$ cat src/ioie_map.svh
// Opcode patterns, field positions and reset values of the execution block
`ifndef IOIE_MAP_SVH
`define IOIE_MAP_SVH

`define IOIE_OPC_MSB        13
`define IOIE_OPC_LSB        8
`define IOIE_LDL_MSB        13
`define IOIE_LDL_LSB        10
`define IOIE_DEST_BIT       7
`define IOIE_REG_MSB        6
`define IOIE_REG_LSB        0
`define IOIE_LIT_MSB        7
`define IOIE_LIT_LSB        0

`define IOIE_OPC_INC        6'h0A
`define IOIE_OPC_INCSZ      6'h0F
`define IOIE_OPC_IOR        6'h04
`define IOIE_OPC_LDL        4'hC

`define IOIE_DEST_ACC       1'h0
`define IOIE_ONE            8'h01
`define IOIE_ZERO           8'h00
`define IOIE_ACC_RST        8'h00
`define IOIE_ZFLAG_RST      1'h0

`endif

$ cat src/ioie_pkg.sv
// Types shared by the execution block
package ioie_pkg;

	typedef logic [13:0] ioie_instr_t;
	typedef logic [7:0]  ioie_byte_t;
	typedef logic [6:0]  ioie_addr_t;

	typedef enum logic [1:0] {
		IOIE_ST_RUN   = 2'b01,
		IOIE_ST_FLUSH = 2'b10
	} ioie_state_e;

	typedef struct packed {
		logic       wr_en;
		ioie_addr_t wr_addr;
		ioie_byte_t wr_data;
	} ioie_wr_s;

	typedef struct packed {
		ioie_state_e st;
		ioie_byte_t  acc;
		logic        zflag;
		ioie_wr_s    wr;
		logic        skip;
		logic        discard;
		logic        done;
	} ioie_state_s;

endpackage

$ cat src/ioie_exec.sv
// Execution of increment, increment-skip, OR and load-literal instructions
//
// Functional notes
// - Increment opcode adds one to the operand modulo 256 and updates zero flag.
// - Destination bit 0 writes the accumulator, 1 writes back the data register.
// - Increment-skip writes result, requests skip on zero, leaves flags alone.
// - On a skip the prefetched instruction is discarded and a no-op executes.
// - OR opcode ORs accumulator with operand, routes result, updates zero flag.
// - Load-literal copies the literal into the accumulator, flags untouched.
`timescale 1ns/1ps
`default_nettype none
`include "ioie_map.svh"

module ioie_exec (
	// Clock and reset
	input  wire logic             clk_in,
	input  wire logic             rst_b_in,
	// Instruction from fetch stage
	input  wire logic             instr_valid_in,
	input  wire ioie_pkg::ioie_instr_t instr_in,
	// Operand read from data register file
	input  wire ioie_pkg::ioie_byte_t  reg_rdata_in,
	// Write-back to data register file
	output var  ioie_pkg::ioie_wr_s    reg_wr_out,
	// Core state
	output var  ioie_pkg::ioie_byte_t  acc_out,
	output var  logic             zflag_out,
	// Sequencing
	output var  logic             skip_out,
	output var  logic             discard_out,
	output var  logic             done_out
);
	import ioie_pkg::*;

	ioie_state_s s;
	ioie_state_s next_s;

	logic       exec;
	logic [5:0] opc;
	logic       op_inc;
	logic       op_incsz;
	logic       op_ior;
	logic       op_ldl;
	logic       op_file;
	logic       dest_reg;
	ioie_byte_t inc_res;
	ioie_byte_t or_res;
	ioie_byte_t res;
	logic       res_zero;

	// Operand read is assumed combinational from the instruction address
	assign exec     = instr_valid_in && (s.st == IOIE_ST_RUN);
	assign opc      = instr_in[`IOIE_OPC_MSB:`IOIE_OPC_LSB];
	assign op_inc   = (opc == `IOIE_OPC_INC);
	assign op_incsz = (opc == `IOIE_OPC_INCSZ);
	assign op_ior   = (opc == `IOIE_OPC_IOR);
	assign op_ldl   = (instr_in[`IOIE_LDL_MSB:`IOIE_LDL_LSB] == `IOIE_OPC_LDL);
	assign op_file  = op_inc || op_incsz || op_ior;
	assign dest_reg = (instr_in[`IOIE_DEST_BIT] != `IOIE_DEST_ACC);
	assign inc_res  = 8'(reg_rdata_in + `IOIE_ONE);
	assign or_res   = s.acc | reg_rdata_in;
	assign res      = op_ior ? or_res : inc_res;
	assign res_zero = (res == `IOIE_ZERO);

	always_comb begin
		next_s         = s;
		next_s.wr.wr_en = 1'b0;
		next_s.skip    = 1'b0;
		next_s.discard = 1'b0;
		next_s.done    = 1'b0;
		case (s.st)
			IOIE_ST_FLUSH: begin
				// Prefetched word is dropped; waits for it if fetch stalls
				if (instr_valid_in) begin
					next_s.discard = 1'b1;
					next_s.st      = IOIE_ST_RUN;
				end
			end
			IOIE_ST_RUN: begin
				if (instr_valid_in && op_file) begin
					next_s.done = 1'b1;
					if (dest_reg) begin
						next_s.wr.wr_en   = 1'b1;
						next_s.wr.wr_addr = instr_in[`IOIE_REG_MSB:`IOIE_REG_LSB];
						next_s.wr.wr_data = res;
					end else begin
						next_s.acc = res;
					end
					if (op_inc || op_ior) begin
						next_s.zflag = res_zero;
					end
					if (op_incsz && res_zero) begin
						next_s.skip = 1'b1;
						next_s.st   = IOIE_ST_FLUSH;
					end
				end else if (instr_valid_in && op_ldl) begin
					next_s.done = 1'b1;
					next_s.acc  = instr_in[`IOIE_LIT_MSB:`IOIE_LIT_LSB];
				end
			end
			default: begin
				next_s.st = IOIE_ST_RUN;
			end
		endcase
	end

	always_ff @(posedge clk_in or negedge rst_b_in) begin
		if (!rst_b_in) begin
			s.st         <= IOIE_ST_RUN;
			s.acc        <= `IOIE_ACC_RST;
			s.zflag      <= `IOIE_ZFLAG_RST;
			s.wr.wr_en   <= 1'b0;
			s.wr.wr_addr <= '0;
			s.wr.wr_data <= '0;
			s.skip       <= 1'b0;
			s.discard    <= 1'b0;
			s.done       <= 1'b0;
		end else begin
			s <= next_s;
		end
	end

	assign reg_wr_out  = s.wr;
	assign acc_out     = s.acc;
	assign zflag_out   = s.zflag;
	assign skip_out    = s.skip;
	assign discard_out = s.discard;
	assign done_out    = s.done;
endmodule // ioie_exec
`default_nettype wire

$ cat config.mk
export PLATFORM = sky130hd
export DESIGN_NAME = ioie_exec
export DESIGN_NICKNAME = d
export VERILOG_FILES = /design/src/ioie_pkg.sv /design/src/ioie_exec.sv
export VERILOG_INCLUDE_DIRS = /design/src
export SDC_FILE = /design/constraint.sdc
export NUM_CORES = 1
export LEC_CHECK = 0
export BUFFER_PORTS_ARGS = -buffer_cell sky130_fd_sc_hd__buf_2
export CORE_MARGIN = 4
export CORE_UTILIZATION = 45
export DETAILED_ROUTE_END_ITERATION = 10
export GPL_TIMING_DRIVEN = 1
export MAX_ROUTING_LAYER = met4
export PLACE_DENSITY = 0.74
export SETUP_SLACK_MARGIN = 0.4
export SLEW_MARGIN = 20
export SYNTH_ARGS = -nofsm -noshare
export SYNTH_HDL_FRONTEND = slang
export SYNTH_SLANG_ARGS = --single-unit
$ cat constraint.sdc
create_clock -name clk_in -period 2.2 [get_ports clk_in]
set_input_delay 0.44 -clock clk_in [delete_from_list [all_inputs] [get_ports clk_in]]
set_output_delay 0.44 -clock clk_in [all_outputs]
set_load 0.1 [all_outputs]
* Word-level counts from Yosys, hierarchy flattened *
Index checks and enable logic that the tools add are counted.

word-level totals
  logic and storage cells = 50
  output and inout bits = 28
  bits in registers = 30
  input port bits = 25

cells by class
  bitwise operators = 1
  $add $sub $neg = 1
  multiplexer cells = 17
  equality and inequality tests = 10
  reduce and logical (&&, ||, !) cells = 12

operators with widths
  kind                                                   number
  2-to-1 mux 17 bit                                      2
  2-to-1 mux 8 bit                                       4
  2-to-1 mux 16 bit                                      1
  equality test 6 x 4 -> 1 bit, second input constant    2
  AND reduction 3 bit                                    4
  adder 8 x 1 -> 8 bit, second input constant            1
  logical NOT 8 bit                                      1
  bitwise OR 8 bit                                       1
  equality test 6 x 3 -> 1 bit, second input constant    1
  2-to-1 mux 1 bit                                       6
  2-to-1 mux 2 bit                                       3
  equality test 4 bit, second input constant             1
  inequality test 2 x 1 -> 1 bit, second input constant  2
  inequality test 2 bit, second input constant           2
  case mux 2 bit (2 select lines)                        1
  logical AND 1 bit                                      3
  logical OR 1 bit                                       3
  equality test 2 x 1 -> 1 bit, second input constant    1
  equality test 2 bit, second input constant             1
  nonzero test 2 bit                                     1

* Longest topological paths before layout *
  depth after elaboration = 7
  depth in mapped cells = 7
  mapped depth without buffers = 5

* Worst setup path after synthesis *
No wires, ideal clock.

  path kind = input to register
  start = in instr_in[9]
  end = reg s, in the netlist reg_wr_out[13]
  data required time = 2.073 ns
  library setup time = 0.127 ns
  path buffers = 2
  stages = 6
  arrival = 2.202 ns
  setup slack = -0.129 ns
  cell sequence = or4b_1 > buf_2 > o21ai_1 > nand4_1 > clkbuf_1 > mux2_1

between the ends
  longest elaborated chain between the ends = 5

ends and longest elaborated chain
  item                                    line              RTL
  from (decl)                             ioie_exec.sv:20   input wire ioie_pkg::ioie_instr_t instr_in,
  equality test 6 x 4 -> 1 bit (no line)  -
  logical OR 1 bit                        ioie_exec.sv:58   assign op_file = op_inc || op_incsz || op_ior;
  logical OR 1 bit *                      ioie_exec.sv:58
  logical AND 1 bit *                     ioie_exec.sv:80   if (instr_valid_in && op_file) begin
  AND reduction 3 bit (no line) *         -
  to (signal assigned)                    ioie_exec.sv:119  s <= next_s;
  to (decl)                               ioie_exec.sv:35   ioie_state_s s;

Every way passes the cells marked *; elsewhere a longest branch is shown, timed or not.
A chain may end at the register's enable or synchronous reset.

* Worst setup path in the final report *
  start = in instr_in[9]
  end = reg s[28] in the netlist's numbering

between the ends
  longest elaborated chain between the ends = 6

ends and longest elaborated chain
  item                                                                                           line
  equality test 6 x 3 -> 1 bit (no line) / equality test 6 x 4 -> 1 bit (equally long branches)  -
  2-to-1 mux 8 bit / logical OR 1 bit (equally long branches)                                    ioie_exec.sv:62, ioie_exec.sv:58
  logical NOT 8 bit (no line) / logical OR 1 bit (equally long branches)                         -
  logical AND 1 bit (on tied branches)                                                           ioie_exec.sv:92, ioie_exec.sv:80
  inequality test 2 x 1 -> 1 bit (no line)                                                       -
  AND reduction 3 bit (no line) *                                                                -

Marked as above.

==> out/qor.yml <==
status: "completed"
max_freq_ghz: 0.477
tightest_slew_ns: 0.652
gp_congestion: 0.901
synth_enable_flop_cells: 0
final_util_pct: 60.5
fin_worst_skew_ns: 0.00453
final_cell_area_um2: 2260
path_clk_slew_ns: 0.06
synth_cell_types: 41
finalHoldViolCount: 0
ys_ff_latch: 30
start_util_pct: 47.3
detail-route-antenna-nets: 0
grt_first_pass_wirelength_um: 7060
tns_ns: 0
rsz0062_at_grt: "true"
maxCapViolations: 0
cts_buffer_depth: 2
synthesis.area_um2: 1770
drt-initial-drc-count: 42
cellPowerDensity_nw_per_um2: 971
syn_inst: 163
htreeDepth: 2
place.port_buffers: 52
grtUsageTotal_pct: 18.2
cp_slowest_cell: "or4b_4"
crit_chain: "buf_6, or4b_4, o2111a_1, mux2i_1, or4_4, o31a_1"
worstSetupEndpointType: "register"
drive_above_1_share_pct: 52.1
slowest_delay_ns: 0.59
rows: 22
hold_buffers: 0
synthFlopType: "dfrtp_1"
wl_per_cell_um: 16.4
reg2reg_to: "s[28]"
power.total_mw: 2.20
grt_max_degree: 31
drc: 0
cp_data_arrival_time_ns: 2.30
critical_path_class: "input pin to register"
crit_fanout: 6
antenna_found_initial: 0
rr_startpoint: "s[28]"
n_antenna_cell: 0
synthArstFlopShare_pct: 100
setup_slack_ns: 0.103
synthesis.nets: 189
dieHeight_um: 70.7
crit_required_ns: 2.40
hpwlAfterDp_um: 3150
setup-violations-final: 0
dieArea_um2: 5000
relSlewSlack_pct: 56.5
syn_to_final_growth_pct: 27.8
cts_tree: "done"
path_delay_family: "simple AND/OR/NAND/NOR gates"
reg2reg_slack_ns: 0.43
drtPass1Iterations: 4
vias: 1473
worstSetupStartpointType: "input pin"
ff2ff_path_depth: 4
cts_made_buffers: 5
worst-path-buf-inv: 1
root_buffer: "clkbuf_8"
num_io_pins: 53
nNetsFinal: 242
wirelength_um: 4350
synth_area_per_cell_um2: 10.9
viasPerCell: 5.56
clock-sinks: 30
p_leak_nw: 1.12
placed_area_um2: 2070
final.period_utilization_pct: 95.3
grt_pass1_vias: 1516
yosys_warnings: 0
insertion_delay_ns: 0.27
ys_seq_area_share_pct: 42.4
die_x_um: 70.7
drv_slew: 0
hp-class: "input pin to async pin"
grt_overflow: 0
core_um2: 3740
place_ws_ns: -0.221
post-route-min-period_ns: 2.10
ir_drop_v: 0.000772
==> cells in the mapped netlist (2+ instances only) <==
| cell | number | area (um2) |
|---|---|---|
| mux2i_1 | 7 | 70.1 |
| mux2_1 | 10 | 113 |
| nand4_1 | 3 | 18.8 |
| nor2b_1 | 2 | 12.5 |
| a32oi_1 | 2 | 17.5 |
| nand3_1 | 5 | 25.0 |
| dfrtp_1 | 29 | 726 |
| nor2_1 | 2 | 7.51 |
| or2_2 | 2 | 12.5 |
| nor3_1 | 5 | 25.0 |
| a21oi_1 | 3 | 15.0 |
| o21ai_1 | 2 | 10.0 |
| clkbuf_1 | 5 | 18.8 |
| nor3b_1 | 2 | 15.0 |
| inv_1 | 4 | 15.0 |
| mux2_2 | 16 | 180 |
| or4_1 | 2 | 15.0 |
| o31ai_1 | 3 | 22.5 |
| and2_1 | 2 | 12.5 |
| nand2_1 | 7 | 26.3 |
| buf_4 | 24 | 180 |
| a31oi_1 | 7 | 43.8 |
==> layout make-up <==
cell class,count,area [um2]
Clock buffer,8,80.1
Fill cell,325,1480
Inverter,4,15.0
Multi-Input combinational cell,99,892
Sequential cell,30,752
Tap cell,48,60.1
Timing Repair Buffer,76,464
==> layout by cell type (no fill, tap or decap), types with 2 or more instances in the layout <==
| cell type | instances |
|---|---|
| nand4_1 | 3 |
| nand3_1 | 4 |
| nand2_1 | 7 |
| clkbuf_8 | 5 |
| mux2_2 | 14 |
| nor3b_1 | 2 |
| or2_2 | 2 |
| mux2_1 | 9 |
| or4_4 | 2 |
| buf_6 | 5 |
| and2_1 | 2 |
| o21ai_1 | 2 |
| mux2_4 | 3 |
| nor3_1 | 4 |
| a32oi_1 | 2 |
| dfrtp_1 | 29 |
| mux2i_1 | 6 |
| a31oi_1 | 7 |
| nor2b_1 | 2 |
| buf_2 | 50 |
| clkbuf_1 | 3 |
| buf_4 | 21 |
| nor2_1 | 2 |
| inv_1 | 4 |
| a21oi_1 | 3 |
==> where the power goes <==
group | total [mW] | switching, mW | internal, mW | leakage [nW]
clock network | 0.402 | 0.178 | 0.224 | 0.0395
logic | 1.08 | 0.883 | 0.200 | 0.701
registers | 0.713 | 0.0631 | 0.650 | 0.384
total | 2.20 | 1.12 | 1.07 | 1.12
==> state kept, by name, indices dropped and copies added, names as in the netlist <==
name	flops
acc_out	8
zflag_out	1
reg_wr_out	16
done_out	1
s	2
discard_out	1
skip_out	1
==> per-stage QoR <==
| step | hold WS (ns) | std cells |
|---|---|---|
| after floorplan | 0.144 | 163 |
| after global routing | 0.229 | 265 |
| after CTS | 0.209 | 265 |
| after detailed placement | 0.463 | 255 |
| final | 0.190 | 265 |
| after global placement | 0.459 | 255 |
==> kinds of logic after synthesis <==
family / after synthesis / synth area share [%]
XOR/XNOR: 1 / 0.494
multiplexers: 33 / 20.5
AO/OA/AOI/OAI: 25 / 10.4
AND/OR/NAND/NOR: 39 / 13.1
flip-flops: 30 / 42.4
buffers and inverters: 34 / 12.4
adder cells (fa/ha/maj): 1 / 0.706
==> worst register-to-register path: stages (launching register included) <==
cell     delay (ns)
dfstp_2        0.53
nor2b_1        0.17
nand2_1        0.12
or4_4          0.57
o31a_1         0.32
==> worst max path at each step <==
stage	startpoint	to	slack [ns]	cells after the start
CTS	instr_in[11]	s[28]	0.09	6
floorplan	instr_in[9]	s[28]	-0.10	6
global route	instr_in[10]	s[28]	0.06	7
detailed placement	instr_in[9]	s[28]	-0.22	6
finish	instr_in[9]	s[28]	0.10	6
global placement	instr_in[9]	s[28]	-0.18	6
==> routing by layer <==
metal,up-vias,share of wire [%],track usage (%)
met5,-,0,-
met4,0,1.2,7.31
met3,9,5.1,4.40
met2,53,52,29.6
met1,732,42,21.7
li1,679,-,-
==> repair_timing <==
item / in CTS / in global routing
gates resized for setup: 8 / 10
pin swaps: 3 / 7
gates cloned: 0 / 0
buffers inserted: 2 / 0
setup endpoints to repair: 27 / 27
Power figures use the tool's default switching activity.
